<file path="config.mk">
export PLATFORM = sky130hd
export DESIGN_NAME = exception_fp_context_state
export DESIGN_NICKNAME = d
export VERILOG_FILES = /design/src/rtl/exc_fp_pkg.sv /design/src/rtl/exception_fp_context_state.sv
export VERILOG_INCLUDE_DIRS = /design/src /design/src/rtl
export SDC_FILE = /design/constraint.sdc
export NUM_CORES = 1
export LEC_CHECK = 0
export BUFFER_PORTS_ARGS = -buffer_cell sky130_fd_sc_hd__buf_2
export CAP_MARGIN = 10
export CORE_AREA = 2 2 156 158
export DETAILED_ROUTE_END_ITERATION = 12
export DIE_AREA = 0 0 158 160
export GPL_TIMING_DRIVEN = 0
export PLACE_DENSITY = 0.56
export SLEW_MARGIN = 20
export SYNTH_ARGS = -nofsm -noshare
export SYNTH_HDL_FRONTEND = slang
export SYNTH_SLANG_ARGS = --single-unit
</file>
<file path="constraint.sdc">
create_clock -name core_clk -period 2.4 [get_ports core_clk]
set_input_delay 0.72 -clock core_clk [delete_from_list [all_inputs] [get_ports core_clk]]
set_output_delay 0.72 -clock core_clk [all_outputs]
set_load 0.03 [all_outputs]
</file>
<file path="src/rtl/exc_fp_cfg.svh">
// Constants for the exception and floating-point context state block.
`ifndef EXC_FP_CFG_SVH
`define EXC_FP_CFG_SVH
`define CCR_ADDR      32'hE000EF34
`define CAR_ADDR      32'hE000EF38
`define CCR_NS_ADDR   32'hE002EF34
`define CAR_NS_ADDR   32'hE002EF38
`define SIZE_WORD     2'h2
`define SR_EXECUTION_STATE_WORD       1'h0
`define SR_FMASK      1'h1
`define B_AUTO_SAVE_ENABLE       31
`define B_LAZY_SAVE_ENABLE       30
`define B_LOCK        29
`define B_CLR         28
`define B_CLRLOCK     27
`define B_LAZY_SAVE_ACTIVE      0
`define B_T           24
`define B_IT_HI       26
`define B_IT_HI_LO    25
`define B_IT_LO       15
`define B_IT_LO_LO    10
`define B_FM          0
`define CAR_LSB       3
`define P_SSTACK      6
`define P_CALLEE_STACKING_DEFAULT        5
`define P_FRAME_KIND       4
`define P_MODE        3
`define P_STACK_POINTER_SELECT       2
`define P_ES          0
`define EXC_PREFIX    8'hFF
`define EXC_RES1      17'h1FFFF
`define FNC_PREFIX    8'hFE
`define FNC_ONES      23'h7FFFFF
`define PRIO_ZERO     9'h000
`define PRIO_HALF     9'h080
`define PRIO_NEG1     9'h1FF
`define AUTO_SAVE_ENABLE_RST     1'h1
`define LAZY_SAVE_ENABLE_RST     1'h1
`define WORD_ZERO     32'h0000_0000
`endif

</file>
<file path="src/rtl/exc_fp_pkg.sv">
// Types shared by the exception and floating-point context state block.
package exc_fp_pkg;
   typedef struct packed {
      logic secure_stack;
      logic callee_stacking_default;
      logic frame_kind;
      logic thread_mode;
      logic stack_pointer_select;
      logic exception_domain_secure;
   } frame_info_t;
   typedef enum logic [2:0] {
      SEL_NONE,
      SEL_CCR,
      SEL_CCR_NS,
      SEL_CAR,
      SEL_CAR_NS
   } reg_sel_t;
endpackage : exc_fp_pkg

</file>
<file path="src/rtl/exception_fp_context_state.sv">
// Execution state, return payloads, priority boost and floating-point context control.
`timescale 1ns/100ps
`include "exc_fp_cfg.svh"
// Overview of operation
// - State bit zero makes every executed instruction raise an invalid-state usage fault.
// - Condition view is bits 15:10 then 26:25; continuation view the reverse.
// - Condition field clears on reset, reads zero and ignores writes without main extension.
// - Exception payload has prefix all ones, bits 23:7 ones, bit 1 zero.
// - Payload bit 6 selects the secure stack for restoring the frame.
// - Payload bit 5 zero means callee registers were already stacked.
// - Payload bit 4 zero is extended frame; reads one without floating point.
// - Payload bit 3 records thread mode as one, handler mode as zero.
// - Payload bit 2 records process stack pointer as one, main as zero.
// - Payload bit 0 records the security domain the exception was taken to.
// - Non-secure mask without routing boosts to 0, or 0x80 with halving.
// - Secure mask, or routed non-secure mask, boosts priority to minus one.
// - Return from non-negative raw priority clears the mask of the payload domain.
// - Function payload has prefix 0xFE, bits 23:1 ones, bit 0 calling state.
// - Generated function payload bit 0 is one; matching ignores that bit.
// - Context address holds bits 31:3; non-secure alias is zero for others.
// - Control register banked per bit, privileged word access only; unprivileged access bus faults, other sizes are ignored.
// - Auto-save enable makes floating-point instructions set the context-active flag.
// - Lazy-save enable resets to one; non-secure writes ignored while locked.
// - Lazy-save lock resets zero, reads zero from the non-secure view and ignores non-secure writes.
// - Clear-on-return wipes S0 to S15 and status when context active, not lazy.
// - Clear-on-return lock makes the clear-on-return bit read-only from the non-secure view; secure only, resets zero.
// - Lazy-active bit is banked per security state and resets to zero.
module exception_fp_context_state
   import exc_fp_pkg::*;
(
   // Clock and reset.
   input  wire logic        core_clk,
   input  wire logic        arst_n,
   // Configuration.
   input  wire logic        main_ext_present,
   input  wire logic        fp_ext_present,
   input  wire logic        nonsecure_priority_halving,
   input  wire logic        nonsecure_fault_routing,
   // Memory-mapped register access.
   input  wire logic        mm_req,
   input  wire logic        mm_write,
   input  wire logic [31:0] mm_addr,
   input  wire logic [1:0]  mm_size,
   input  wire logic [31:0] mm_wdata,
   input  wire logic        mm_priv,
   input  wire logic        mm_secure,
   input  wire logic        mm_debug,
   output logic             mm_ack,
   output logic             mm_fault,
   output logic [31:0]      mm_rdata,
   // Special-purpose register access.
   input  wire logic        sr_req,
   input  wire logic        sr_write,
   input  wire logic        sr_sel,
   input  wire logic        sr_priv,
   input  wire logic        sr_secure,
   input  wire logic [31:0] sr_wdata,
   output logic             sr_ack,
   output logic [31:0]      sr_rdata,
   // Pipeline.
   input  wire logic        insn_valid,
   input  wire logic        insn_is_fp,
   input  wire logic        cur_secure,
   input  wire logic        fp_context_active_flag,
   output logic             invalid_state_fault,
   output logic             fpca_set,
   output logic [7:0]       cond_block_view,
   output logic [7:0]       continuation_view,
   // Exception entry and return.
   input  wire logic        entry_valid,
   input  wire frame_info_t entry_info,
   output logic [31:0]      exception_return_payload,
   input  wire logic        ret_valid,
   input  wire logic [31:0] ret_payload,
   input  wire logic        raw_prio_nonneg,
   output logic             ret_done,
   output frame_info_t      ret_info,
   output logic             clear_fp_regs,
   // Secure function calls.
   input  wire logic        fcall_valid,
   output logic [31:0]      function_return_payload,
   input  wire logic        fret_valid,
   input  wire logic [31:0] fret_payload,
   output logic             fret_match,
   // Lazy preservation.
   input  wire logic        lazy_set,
   input  wire logic        lazy_clear,
   input  wire logic        lazy_bank_secure,
   input  wire logic [31:0] lazy_frame_addr,
   // Priority boost.
   output logic             boost_active,
   output logic [8:0]       boost_prio
);

   logic        t_bit;
   logic [1:0]  it_hi;
   logic [5:0]  it_lo;
   logic [1:0]  fm;
   logic [1:0]  auto_save_enable;
   logic [1:0]  lazy_save_active;
   logic        lazy_save_enable;
   logic        lazy_save_lock;
   logic        clear_on_return;
   logic        clear_on_return_lock;
   logic [28:0] car [2];
   reg_sel_t    sel;
   logic        acc_ok;
   logic        view_sec;
   logic        mm_wr;
   logic        sr_wr;
   logic        next_boost_active;
   logic [8:0]  next_boost_prio;

   // Builds the control register word as seen from one security view.
   function automatic logic [31:0] ccr_word(input logic sec);
      logic [31:0] w;
      w                = `WORD_ZERO;
      w[`B_AUTO_SAVE_ENABLE]      = auto_save_enable[sec];
      w[`B_LAZY_SAVE_ENABLE]      = lazy_save_enable;
      w[`B_LOCK]       = sec & lazy_save_lock;
      w[`B_CLR]        = clear_on_return;
      w[`B_CLRLOCK]    = sec & clear_on_return_lock;
      w[`B_LAZY_SAVE_ACTIVE]     = lazy_save_active[sec];
      return w;
   endfunction : ccr_word

   // Reports whether a payload carries the function-return pattern, bit 0 ignored.
   function automatic logic is_fnc(input logic [31:0] p);
      return p[31:1] == {`FNC_PREFIX, `FNC_ONES};
   endfunction : is_fnc

   // Non-secure alias addresses are hidden from non-secure code and the debugger.
   always_comb begin
      sel = SEL_NONE;
      if (fp_ext_present) begin
         if (mm_addr == `CCR_ADDR)
            sel = SEL_CCR;
         else if (mm_addr == `CAR_ADDR)
            sel = SEL_CAR;
         else if (mm_addr == `CCR_NS_ADDR && mm_secure && !mm_debug)
            sel = SEL_CCR_NS;
         else if (mm_addr == `CAR_NS_ADDR && mm_secure && !mm_debug)
            sel = SEL_CAR_NS;
      end
   end

   assign acc_ok   = mm_priv && mm_size == `SIZE_WORD;
   assign view_sec = mm_secure && (sel == SEL_CCR || sel == SEL_CAR);
   assign mm_wr    = mm_req && mm_write && acc_ok;
   assign sr_wr    = sr_req && sr_write && sr_priv;

   always_ff @(posedge core_clk or negedge arst_n) begin
      if (!arst_n) begin
         mm_ack   <= 1'b0;
         mm_fault <= 1'b0;
         mm_rdata <= `WORD_ZERO;
      end else begin
         mm_ack   <= mm_req;
         mm_fault <= mm_req && !mm_priv;
         mm_rdata <= `WORD_ZERO;
         if (mm_req && !mm_write && acc_ok) begin
            unique case (sel)
               SEL_CCR:    mm_rdata <= ccr_word(mm_secure);
               SEL_CCR_NS: mm_rdata <= ccr_word(1'b0);
               SEL_CAR:    mm_rdata <= {car[mm_secure], 3'h0};
               SEL_CAR_NS: mm_rdata <= {car[0], 3'h0};
               SEL_NONE:   mm_rdata <= `WORD_ZERO;
            endcase
         end
      end
   end

   // Unbanked enables and their secure-only locks.
   always_ff @(posedge core_clk or negedge arst_n) begin
      if (!arst_n) begin
         lazy_save_enable     <= `LAZY_SAVE_ENABLE_RST;
         lazy_save_lock    <= 1'b0;
         clear_on_return  <= 1'b0;
         clear_on_return_lock <= 1'b0;
      end else if (mm_wr && (sel == SEL_CCR || sel == SEL_CCR_NS)) begin
         if (view_sec || !lazy_save_lock)
            lazy_save_enable <= mm_wdata[`B_LAZY_SAVE_ENABLE];
         if (view_sec)
            lazy_save_lock <= mm_wdata[`B_LOCK];
         if (view_sec || !clear_on_return_lock)
            clear_on_return <= mm_wdata[`B_CLR];
         if (view_sec)
            clear_on_return_lock <= mm_wdata[`B_CLRLOCK];
      end
   end

   // Banked auto-save enable and lazy-active bits; a hardware set beats any clear.
   always_ff @(posedge core_clk or negedge arst_n) begin
      if (!arst_n) begin
         auto_save_enable  <= {`AUTO_SAVE_ENABLE_RST, `AUTO_SAVE_ENABLE_RST};
         lazy_save_active <= 2'h0;
      end else begin
         if (mm_wr && (sel == SEL_CCR || sel == SEL_CCR_NS)) begin
            auto_save_enable[view_sec]  <= mm_wdata[`B_AUTO_SAVE_ENABLE];
            lazy_save_active[view_sec] <= mm_wdata[`B_LAZY_SAVE_ACTIVE];
         end
         if (lazy_clear)
            lazy_save_active[lazy_bank_secure] <= 1'b0;
         if (lazy_set)
            lazy_save_active[lazy_bank_secure] <= 1'b1;
      end
   end

   // Banked context address; reset value is defined for determinism.
   always_ff @(posedge core_clk or negedge arst_n) begin
      if (!arst_n) begin
         car[0] <= 29'h0;
         car[1] <= 29'h0;
      end else if (lazy_set) begin
         car[lazy_bank_secure] <= lazy_frame_addr[31:`CAR_LSB];
      end else if (mm_wr && sel == SEL_CAR) begin
         car[mm_secure] <= mm_wdata[31:`CAR_LSB];
      end else if (mm_wr && sel == SEL_CAR_NS) begin
         car[0] <= mm_wdata[31:`CAR_LSB];
      end
   end

   // Execution state word.
   always_ff @(posedge core_clk or negedge arst_n) begin
      if (!arst_n) begin
         t_bit <= 1'b0;
         it_hi <= 2'h0;
         it_lo <= 6'h0;
      end else if (sr_wr && sr_sel == `SR_EXECUTION_STATE_WORD) begin
         t_bit <= sr_wdata[`B_T];
         if (main_ext_present) begin
            it_hi <= sr_wdata[`B_IT_HI:`B_IT_HI_LO];
            it_lo <= sr_wdata[`B_IT_LO:`B_IT_LO_LO];
         end
      end
   end

   // Banked fault mask; the return clear is applied before a same-cycle software set.
   always_ff @(posedge core_clk or negedge arst_n) begin
      if (!arst_n) begin
         fm <= 2'h0;
      end else begin
         if (ret_valid && raw_prio_nonneg)
            fm[ret_payload[`P_ES]] <= 1'b0;
         if (sr_wr && sr_sel == `SR_FMASK && main_ext_present)
            fm[sr_secure] <= sr_wdata[`B_FM];
      end
   end

   always_ff @(posedge core_clk or negedge arst_n) begin
      if (!arst_n) begin
         sr_ack   <= 1'b0;
         sr_rdata <= `WORD_ZERO;
      end else begin
         sr_ack   <= sr_req;
         sr_rdata <= `WORD_ZERO;
         if (sr_req && !sr_write && sr_priv) begin
            if (sr_sel == `SR_EXECUTION_STATE_WORD) begin
               sr_rdata[`B_T]                    <= t_bit;
               sr_rdata[`B_IT_HI:`B_IT_HI_LO]    <= main_ext_present ? it_hi : 2'h0;
               sr_rdata[`B_IT_LO:`B_IT_LO_LO]    <= main_ext_present ? it_lo : 6'h0;
            end else begin
               sr_rdata[`B_FM] <= main_ext_present & fm[sr_secure];
            end
         end
      end
   end

   assign cond_block_view     = main_ext_present ? {it_lo, it_hi} : 8'h00;
   assign continuation_view   = main_ext_present ? {it_hi, it_lo} : 8'h00;
   assign invalid_state_fault = insn_valid && !t_bit;
   assign fpca_set            = insn_valid && t_bit && insn_is_fp && fp_ext_present
                                && auto_save_enable[cur_secure];
   assign fret_match          = fret_valid && is_fnc(fret_payload);

   always_comb begin
      next_boost_active = 1'b1;
      next_boost_prio   = `PRIO_NEG1;
      if (fm[1] || (nonsecure_fault_routing && fm[0])) begin
         next_boost_prio = `PRIO_NEG1;
      end else if (fm[0]) begin
         next_boost_prio = nonsecure_priority_halving ? `PRIO_HALF : `PRIO_ZERO;
      end else begin
         next_boost_active = 1'b0;
         next_boost_prio   = `PRIO_ZERO;
      end
   end

   always_ff @(posedge core_clk or negedge arst_n) begin
      if (!arst_n) begin
         boost_active <= 1'b0;
         boost_prio   <= `PRIO_ZERO;
      end else begin
         boost_active <= next_boost_active;
         boost_prio   <= next_boost_prio;
      end
   end

   // Payload generation.
   always_ff @(posedge core_clk or negedge arst_n) begin
      if (!arst_n) begin
         exception_return_payload <= `WORD_ZERO;
         function_return_payload  <= `WORD_ZERO;
      end else begin
         if (entry_valid) begin
            exception_return_payload <= {`EXC_PREFIX, `EXC_RES1,
                                         entry_info.secure_stack,
                                         entry_info.callee_stacking_default,
                                         entry_info.frame_kind || !fp_ext_present,
                                         entry_info.thread_mode,
                                         entry_info.stack_pointer_select,
                                         1'b0,
                                         entry_info.exception_domain_secure};
         end
         if (fcall_valid)
            function_return_payload <= {`FNC_PREFIX, `FNC_ONES, 1'b1};
      end
   end

   // Return decoding and clear-on-return.
   always_ff @(posedge core_clk or negedge arst_n) begin
      if (!arst_n) begin
         ret_done      <= 1'b0;
         ret_info      <= '0;
         clear_fp_regs <= 1'b0;
      end else begin
         ret_done      <= ret_valid;
         clear_fp_regs <= ret_valid && fp_ext_present && clear_on_return
                          && fp_context_active_flag && !lazy_save_active[1];
         if (ret_valid) begin
            ret_info.secure_stack            <= ret_payload[`P_SSTACK];
            ret_info.callee_stacking_default <= ret_payload[`P_CALLEE_STACKING_DEFAULT];
            ret_info.frame_kind              <= ret_payload[`P_FRAME_KIND] || !fp_ext_present;
            ret_info.thread_mode             <= ret_payload[`P_MODE];
            ret_info.stack_pointer_select    <= ret_payload[`P_STACK_POINTER_SELECT];
            ret_info.exception_domain_secure <= ret_payload[`P_ES];
         end
      end
   end
endmodule : exception_fp_context_state
</file>
==> flow_metrics.py, run 1 <==
metrics = {
    "floorplanning": {
        "start_util_pct": 30.8,
        "std_cell_rows": 57,
        "chipHeight_um": 160,
        "floorplan.io_pins": 396,
        "fp.dieArea_um2": 25300,
        "die_width_um": 158,
        "fp.coreArea_um2": 23800,
    },
    "placed_design": {
        "placed_area_um2": 9570,
        "place_hpwl_um": 17600,
        "globalplace.congestion": 0.812,
        "place.port_buffers": 313,
        "placed_instances": 1377,
        "detailedPlace.worstSlack_ps": -1530,
    },
    "critical_path": {
        "worst_path_dominant_cell_family": "simple AND/OR/NAND/NOR gates",
        "cp_data_arrival_time_ps": 2820,
        "path_class": "in -> reg",
        "slowest_delay_ps": 550,
        "worstPathMaxFanout": 6,
        "setup.worst_path.end_class": "flip-flop",
        "crit_buf_inv": 2,
        "setup.worst_path.start_class": "input port",
        "required_time_worst_endpoint_ps": 2750,
        "cp_slowest_cell": "sky130_fd_sc_hd__or4_4",
        "worstPathCellList": "buf_8, or4bb_1, or4_4, or3b_4, nand2_8, clkbuf_16, a2bb2oi_2",
    },
    "synth": {
        "avgSynthCellArea_um2": 10.3,
        "netlist_instances": 714,
        "dominantRegCellSynth": "sky130_fd_sc_hd__dfrtp_1",
        "synthDominantCellAreaShare_pct": 46.4,
        "post_synthesis_async_set_or_reset_flop_share_pct": 100,
        "ys_seq_elements": 139,
        "synth_top_area_cell": "sky130_fd_sc_hd__dfrtp_1",
        "yosysSeqAreaShare_pct": 47.5,
        "ys_top_cells_by_area": "sky130_fd_sc_hd__dfrtp_1 46%, sky130_fd_sc_hd__buf_4 10%, sky130_fd_sc_hd__mux2_2 7.8%, sky130_fd_sc_hd__nand2_1 3.6%, sky130_fd_sc_hd__o21ai_0 3.1%",
        "netlist_area_um2": 7330,
        "synth_enable_flop_cells": 0,
        "ys_types": 51,
        "yosysWarnings": 0,
    },
    "cts": {
        "worst_skew_pair.late_latency_ps": 430,
        "clockRootBuffer": "sky130_fd_sc_hd__clkbuf_16",
        "cts_tree": "done",
        "cts-buffers-inserted": 17,
        "cts-root-to-sink-buffers": 2,
        "cts.htree.levels": 4,
        "numClockSinks": 139,
        "worst_setup_hold_path_clk_slew_ps": 60,
    },
    "timing": {
        "setup_violations": 43,
        "clock.fmax_mhz": 404,
        "worst-slew-pin-transition_ps": 812,
        "finalHoldViolCount": 0,
        "fin_crit_sh_pct": 103,
        "finalCriticalPeriod_ps": 2480,
        "max_slew_margin_pct": 45.9,
        "fin_worst_hold_slack_ps": 222,
        "clock_skew_ps": 6.40,
        "setup_ws_ps": -75.1,
        "fin_tns_setup_ps": -1620,
        "grt_setup_unrepaired": "true",
        "timing.final.max_slew_violations": 0,
    },
    "route": {
        "routed_wl_um": 24400,
        "drt.antenna.violating_nets": 0,
        "via_count": 6663,
        "dr.first_iter.drc_count": 328,
        "average_wire_per_standard_cell_um": 17.0,
        "detail_route.drc_violations": 0,
        "detail_route.vias_per_cell": 4.65,
        "firstDrtPassIters": 6,
    },
    "layout": {
        "area_growth_syn_to_fin_pct": 49.5,
        "register_area_um2": 3480,
        "instances_no_fill": 1434,
        "multi_input_comb_area_um2": 3420,
        "post-route-util_pct": 46.0,
        "area_of_all_placed_cells_without_fillers_um2": 11000,
        "drive_gt1_share_pct": 56.0,
        "net_count_reported_at_finish": 1323,
        "fillerInstances": 2352,
    },
    "worst_hold_path": {
        "timing.hold.worst.class": "in -> async",
    },
    "grt": {
        "global_route.overflow_total": 0,
        "grt_max_degree": 81,
        "number_of_global_route_vias_before_repair": 6500,
        "antenna_found_initial": 3,
        "groute.usage.overall_pct": 18.8,
        "grt_pass1_wl_um": 36100,
    },
    "status": {
        "failed_checks": "negative setup slack",
        "run_status": "finished, violations left",
    },
    "power_and_ir_drop": {
        "p_leak_nw": 5.35,
        "total_power_mw": 6.49,
        "power.density_nw_per_um2": 592,
        "ir_drop_worst_vdd_v": 0.000398,
    },
    "flow_run": {
        "cap_viol_max_count": 0,
    },
}
-- layout make-up --
class	count	share of cell area (%)
inverters	17	0.582
plain buffers	131	9.34
clock inverters	15	1.45
flip-flops and latches	139	31.8
repair buffers	339	17.9
diodes	2	0.0457
clock buffers	17	3.88
well taps	324	3.70
multi-input cells	450	31.3
-- metal layers --
| layer | global-route usage, % | routed length, um | part of all wire [%] |
|---|---|---|---|
| met3 | 3.64 | 1470 | 6.0 |
| met1 | 23.4 | 10100 | 41 |
| met5 | 0 | 13 | 0.053 |
| met2 | 32.4 | 12300 | 50 |
| met4 | 6.51 | 505 | 2.1 |
-- registers in the layout, summed over array words and instances, names as in the netlist, 2 cells and up --
register                  count
car                          58
it_hi                         2
ret_info                      6
sr_rdata                     10
fm                            2
exception_return_payload      7
auto_save_enable              2
it_lo                         6
boost_prio                    2
mm_rdata                     30
lazy_save_active              2
-- cells in the final DEF, fill, tap and decap left out, drive strengths merged, types with 5 or more instances in the layout --
master / n
buf: 447
dfrtp: 136
nand2: 73
mux2: 51
o21ai: 46
clkbuf: 40
nor2: 31
nand2b: 29
conb: 26
inv: 25
a32oi: 24
nand3: 24
and2: 18
o211ai: 17
nand4: 16
a2bb2oi: 13
nor2b: 7
mux2i: 7
nor4: 7
nor3: 5
or4: 5
clkinv: 5
-- cell families (layout without fill, tap and decap cells) --
kind of cell / after synthesis / count (layout) / synth area share (%)
other: 1 / 28 / 0.0512
DFF: 139 / 139 / 47.5
muxes: 58 / 58 / 8.79
and+or+nand+nor: 240 / 240 / 17.8
buffers and inverters: 150 / 519 / 13.2
AOI/OAI and AO/OA: 126 / 126 / 12.7
-- cells in the mapped netlist, drive strengths merged (5+ instances only) --
| library cell | number |
|---|---|
| clkbuf | 23 |
| nor2b | 7 |
| a2bb2oi | 13 |
| nand2 | 73 |
| nor3 | 5 |
| nor4 | 7 |
| a32oi | 24 |
| o21ai | 46 |
| o211ai | 17 |
| nor2 | 31 |
| mux2i | 7 |
| buf | 110 |
| inv | 17 |
| nand2b | 29 |
| dfrtp | 136 |
| mux2 | 51 |
| or4 | 5 |
| nand3 | 24 |
| and2 | 18 |
| nand4 | 16 |
-- power breakdown --
part           internal [mW]  total [mW]  switching, mW
logic                  0.543        1.18          0.634
clock network           1.47        2.62           1.15
registers               2.56        2.69          0.133
-- path summary, 6_finish.rpt --
kind	from	end	slack, ps	cells past startpoint
min in group core_clk	ret_valid	ret_done$_DFF_PN0_	410	1
worst min-delay path	arst_n	it_lo[5]$_DFFE_PN0P_	220	1
worst min register to register	lazy_save_enable$_DFFE_PN1P_	lazy_save_enable$_DFFE_PN1P_	490	2
max in group asynchronous	arst_n	mm_rdata[24]$_DFF_PN0_	1390	2
worst max-delay path	mm_addr[2]	car[17]$_DFFE_PN0P_	-80	7
worst max register to register	auto_save_enable[0]$_DFFE_PN1P_	mm_rdata[31]$_DFF_PN0_	1150	4
-- what timing repair did --
| action | 4_1_cts | 5_1_grt |
|---|---|---|
| hold buffers | 0 | 0 |
| pin swaps | 28 | 15 |
| gates cloned | 3 | 2 |
| resized for setup | 64 | 76 |
| setup endpoints to repair | 126 | 114 |
| buffers inserted | 19 | 1 |
No activity file was read; power rests on OpenSTA's default activity.
==> run 2: changes to the inputs <==
Clock period 2.4 ns to 2.5 ns, I/O delays scaled along.
==> flow_metrics.py, run 2 (synthesis results as in run 1) <==
metrics = {
    "floorplanning": {
        "std_cell_rows": 57,
        "fp.dieArea_um2": 25300,
        "floorplan.io_pins": 396,
        "die_width_um": 158,
        "start_util_pct": 30.8,
        "chipHeight_um": 160,
        "fp.coreArea_um2": 23800,
    },
    "grt": {
        "grt_max_degree": 71,
        "groute.usage.overall_pct": 19.1,
        "antenna_found_initial": 5,
        "global_route.overflow_total": 0,
        "grt_pass1_wl_um": 36400,
        "number_of_global_route_vias_before_repair": 6495,
    },
    "layout": {
        "post-route-util_pct": 45.0,
        "layout_commonest_cell": "sky130_fd_sc_hd__buf_2",
        "mostFrequentLayoutCells": "312 x sky130_fd_sc_hd__buf_2, 135 x sky130_fd_sc_hd__dfrtp_1, 106 x sky130_fd_sc_hd__buf_4",
        "top_reg_by_flops": "car",
        "largest_register_ff_count": 58,
        "drive_gt1_share_pct": 54.4,
        "area_growth_syn_to_fin_pct": 46.2,
        "net_count_reported_at_finish": 1317,
        "instances_no_fill": 1430,
        "registers_with_the_highest_flip_flop_counts": "car (58), mm_rdata (30), sr_rdata (10)",
    },
    "critical_path": {
        "required_time_worst_endpoint_ps": 2810,
        "cp_data_arrival_time_ps": 2880,
        "worstRegToRegCells": 4,
        "worstPathMaxFanout": 10,
        "path_class": "in -> reg",
        "setup.worst_path.start_class": "input port",
        "setup.worst_path.end_class": "flip-flop",
    },
    "timing": {
        "fin_worst_hold_slack_ps": 262,
        "max_slew_margin_pct": 47.5,
        "fin_crit_sh_pct": 103,
        "clock_skew_ps": 6.55,
        "setup_violations": 42,
        "worst-slew-pin-transition_ps": 788,
        "fin_tns_setup_ps": -1540,
        "timing.final.max_slew_violations": 0,
        "clock.fmax_mhz": 389,
        "setup_ws_ps": -68.8,
        "grt_setup_unrepaired": "true",
        "finalCriticalPeriod_ps": 2570,
        "finalHoldViolCount": 0,
    },
    "status": {
        "run_status": "finished, violations left",
        "failed_checks": "negative setup slack",
    },
    "placed_design": {
        "place.port_buffers": 313,
        "globalplace.congestion": 0.813,
        "place_hpwl_um": 17800,
        "placed_instances": 1377,
    },
    "route": {
        "dr.first_iter.drc_count": 451,
        "average_wire_per_standard_cell_um": 16.8,
        "detail_route.vias_per_cell": 4.58,
        "detail_route.drc_violations": 0,
        "via_count": 6552,
        "drt.antenna.violating_nets": 0,
        "firstDrtPassIters": 4,
        "routed_wl_um": 24000,
    },
    "power_and_ir_drop": {
        "ir_drop_worst_vdd_v": 0.000413,
        "power.density_nw_per_um2": 585,
        "p_leak_nw": 5.24,
    },
    "cts": {
        "cts-hold-fix-buffers": 0,
        "worst_skew_pair.late_latency_ps": 430,
        "clockRootBuffer": "sky130_fd_sc_hd__clkbuf_16",
        "cts_tree": "done",
        "cts-root-to-sink-buffers": 2,
        "cts.htree.levels": 4,
        "cts-buffers-inserted": 17,
        "numClockSinks": 139,
        "worst_setup_hold_path_clk_slew_ps": 60,
    },
    "flow_run": {
        "cap_viol_max_count": 0,
    },
    "worst_hold_path": {
        "timing.hold.worst.class": "in -> async",
    },
}
## run 2: changes by cell type in the layout (fill, tap and decap cells not counted), sizes merged
cell,before,now
buf,447,441
inv,25,20
bufinv,1,3
clkbuf,40,42
clkinvlp,1,3
diode,2,4
clkinv,5,4
## run 2: metal layers
layer | share of wire, % | up-vias | global-route usage, %
li1 | - | 3169 | -
met1 | 41 | 3100 | 23.3
met2 | 50 | 244 | 32.6
met3 | 6.3 | 37 | 4.18
met4 | 2.5 | 2 | 7.74
met5 | 0.029 | - | 0
## run 2: cell type report
cell class | count | area (um2)
Multi-Input combinational cell | 450 | 3300
Tap cell | 324 | 405
Antenna cell | 4 | 10.0
Buffer | 133 | 1040
Clock buffer | 19 | 433
Inverter | 17 | 63.8
Fill cell | 2332 | 13100
Timing Repair Buffer | 331 | 1810
Sequential cell | 139 | 3480
Clock inverter | 13 | 166
## run 2: worst paths after layout
kind	start	endpoint	slack, ps
setup / recovery	mm_addr[1]	car[48]$_DFFE_PN0P_	-70
hold / removal	arst_n	it_lo[0]$_DFFE_PN0P_	260
setup reg to reg	auto_save_enable[0]$_DFFE_PN1P_	mm_rdata[31]$_DFF_PN0_	1190
hold reg to reg	it_lo[1]$_DFFE_PN0P_	sr_rdata[11]$_DFF_PN0_	480
max in group asynchronous	arst_n	auto_save_enable[0]$_DFFE_PN1P_	1460
min in group core_clk	ret_valid	ret_done$_DFF_PN0_	430
## run 2: metrics by stage
step           setup slack [ps]  area [um2]  power [mW]
2_1_floorplan              -239        7550        3.22
3_3_place_gp              -1490        9530        3.61
3_5_place_dp              -1380        9570        3.63
4_1_cts                   -56.7       10600        6.32
5_1_grt                    -127       10700        6.57
6_report                  -68.8       10700        6.27
## run 2: where the power goes
group	total (mW)	switching, mW	leakage, nW	internal (mW)
registers	2.58	0.121	1.75	2.45
clock network	2.61	1.03	0.284	1.58
logic	1.09	0.595	3.21	0.494
total	6.27	1.75	5.24	4.52
## run 2: worst max-delay path, stage by stage
cell and delay, ps:
sky130_fd_sc_hd__buf_6 90, sky130_fd_sc_hd__or4b_4 530, sky130_fd_sc_hd__or4_4 540, sky130_fd_sc_hd__nor4_4 290, sky130_fd_sc_hd__buf_6 200, sky130_fd_sc_hd__buf_8 150
sky130_fd_sc_hd__o21ai_1 70, sky130_fd_sc_hd__mux2_2 260
## run 2: repair_timing
action	in CTS	in global routing
endpoints found under the setup margin	125	88
pin swaps	27	10
gates cloned	3	0
buffers inserted	13	1
resized for setup	72	17
==> run 3: changes to the inputs <==
Clock period 2.5 ns to 2.6 ns, I/O delays scaled along.
==> flow_metrics.py, run 3 (synthesis results as in run 1) <==
metrics = {
    "status": {
        "run_status": "finished, final reports clean",
    },
    "grt": {
        "grt_max_degree": 82,
        "antenna_found_initial": 4,
        "global_route.overflow_total": 0,
        "number_of_global_route_vias_before_repair": 6340,
        "grt_pass1_wl_um": 34900,
        "groute.usage.overall_pct": 18.2,
    },
    "layout": {
        "registers_with_the_highest_flip_flop_counts": "car (58), mm_rdata (30), sr_rdata (10)",
        "largest_register_ff_count": 58,
        "mostFrequentLayoutCells": "311 x sky130_fd_sc_hd__buf_2, 135 x sky130_fd_sc_hd__dfrtp_1, 112 x sky130_fd_sc_hd__buf_4",
        "multi_input_comb_area_um2": 3200,
        "register_area_um2": 3480,
        "net_count_reported_at_finish": 1317,
        "fillerInstances": 2360,
        "post-route-util_pct": 44.3,
        "top_reg_by_flops": "car",
        "drive_gt1_share_pct": 52.6,
        "layout_commonest_cell": "sky130_fd_sc_hd__buf_2",
        "area_growth_syn_to_fin_pct": 43.9,
    },
    "power_and_ir_drop": {
        "clockPowerShare_pct": 42.3,
        "share_seq_of_total_power_pct": 40.8,
        "p_leak_nw": 5.19,
        "power.net_switching_mw": 1.67,
        "ir_drop_worst_vdd_v": 0.000376,
        "p_comb_share_pct": 16.9,
        "power.density_nw_per_um2": 575,
        "total_power_mw": 6.06,
        "sw_frac_of_total_pct": 27.5,
        "internal_power_mw": 4.40,
    },
    "timing": {
        "finalCriticalPeriod_ps": 2580,
        "setup_violations": 0,
        "worst-slew-pin-transition_ps": 769,
        "fin_tns_setup_ps": 0,
        "clock_skew_ps": 9.54,
        "setup_ws_ps": 23.3,
        "finalHoldViolCount": 0,
        "clock.fmax_mhz": 388,
        "max_slew_margin_pct": 48.3,
        "timing.final.max_slew_violations": 0,
        "fin_crit_sh_pct": 99.1,
        "grt_setup_unrepaired": "true",
    },
    "critical_path": {
        "worstPathMaxFanout": 8,
        "path_class": "in -> reg",
        "required_time_worst_endpoint_ps": 2910,
        "setup.worst_path.end_class": "flip-flop",
        "setup.worst_path.start_class": "input port",
        "cp_data_arrival_time_ps": 2890,
        "worst-r2r-setup-slack_ps": 1280,
    },
    "route": {
        "detail_route.drc_violations": 0,
        "dr.first_iter.drc_count": 356,
        "detail_route.vias_per_cell": 4.64,
        "routed_wl_um": 23900,
        "drt.antenna.violating_nets": 0,
        "firstDrtPassIters": 5,
        "via_count": 6616,
        "average_wire_per_standard_cell_um": 16.8,
    },
    "cts": {
        "numClockSinks": 139,
        "worst_setup_hold_path_clk_slew_ps": 70,
        "cts_tree": "done",
        "cts.htree.levels": 4,
        "cts-buffers-inserted": 17,
        "worst_skew_pair.late_latency_ps": 430,
        "clockRootBuffer": "sky130_fd_sc_hd__clkbuf_16",
        "cts-root-to-sink-buffers": 2,
    },
    "floorplanning": {
        "std_cell_rows": 57,
        "floorplan.io_pins": 396,
        "fp.dieArea_um2": 25300,
        "fp.coreArea_um2": 23800,
        "die_width_um": 158,
        "start_util_pct": 30.8,
        "chipHeight_um": 160,
    },
    "placed_design": {
        "globalplace.congestion": 0.841,
        "detailedPlace.worstSlack_ps": -1350,
        "place.port_buffers": 313,
        "place_hpwl_um": 17800,
    },
    "flow_run": {
        "cap_viol_max_count": 0,
    },
    "worst_hold_path": {
        "timing.hold.worst.class": "in -> async",
    },
}
==> run 3: metrics by stage <==
step	cell area, um2	hold slack (ps)	instances
2_1_floorplan	7550	428	739
3_3_place_gp	9530	476	1376
3_5_place_dp	9570	483	1377
4_1_cts	10300	300	1417
5_1_grt	10500	313	1427
6_report	10500	281	1427
==> run 3: layer usage <==
layer	up-vias	share of wire [%]	track usage, %
li1	3159	-	-
met1	3153	41	21.7
met2	257	50	31.7
met3	41	6.4	4.21
met4	6	2.4	6.92
met5	-	0.15	0
==> run 3: path summary, 6_finish.rpt <==
path | startpoint | endpoint | cells past startpoint
max | mm_addr[7] | car[31]$_DFFE_PN0P_ | 8
min | arst_n | it_lo[1]$_DFFE_PN0P_ | 1
max reg2reg | auto_save_enable[0]$_DFFE_PN1P_ | mm_rdata[31]$_DFF_PN0_ | 4
min reg2reg | it_lo[0]$_DFFE_PN0P_ | sr_rdata[10]$_DFF_PN0_ | 1
max in group asynchronous | arst_n | car[19]$_DFFE_PN0P_ | 2
min in group core_clk | ret_valid | ret_done$_DFF_PN0_ | 1
==> run 3: what timing repair did <==
| item | 4_1_cts | 5_1_grt |
|---|---|---|
| pin swaps | 5 | 3 |
| endpoints found under the setup margin | 95 | 93 |
| gates cloned | 0 | 1 |
| hold buffers | 0 | 0 |
| resized for setup | 12 | 45 |
| buffers inserted | 8 | 8 |
==> run 3: cell type report <==
cell class	instances	share of cell area, %
Timing Repair Buffer	331	16.8
Inverter	17	0.605
Buffer	133	9.47
Antenna cell	1	0.0237
Tap cell	324	3.84
Clock inverter	11	1.51
Multi-Input combinational cell	450	30.4
Sequential cell	139	33.0
Clock buffer	21	4.37
==> run 3: power by group through the flow <==
stage	combinational [mW]	sequential [mW]	clock, mW
global route	1.11	2.50	2.71
global placement	0.966	2.50	0
detailed placement	0.985	2.51	0
floorplan	0.561	2.53	0
finish	1.03	2.47	2.56
CTS	0.990	2.47	2.61
==> run 3: worst max-delay path, cell delays in order <==
cell and delay (ps):
sky130_fd_sc_hd__buf_2 100, sky130_fd_sc_hd__or4b_4 550, sky130_fd_sc_hd__or4_4 470, sky130_fd_sc_hd__nor4_4 320, sky130_fd_sc_hd__buf_6 190, sky130_fd_sc_hd__buf_4 130
sky130_fd_sc_hd__o21ai_0 80, sky130_fd_sc_hd__mux2_2 260
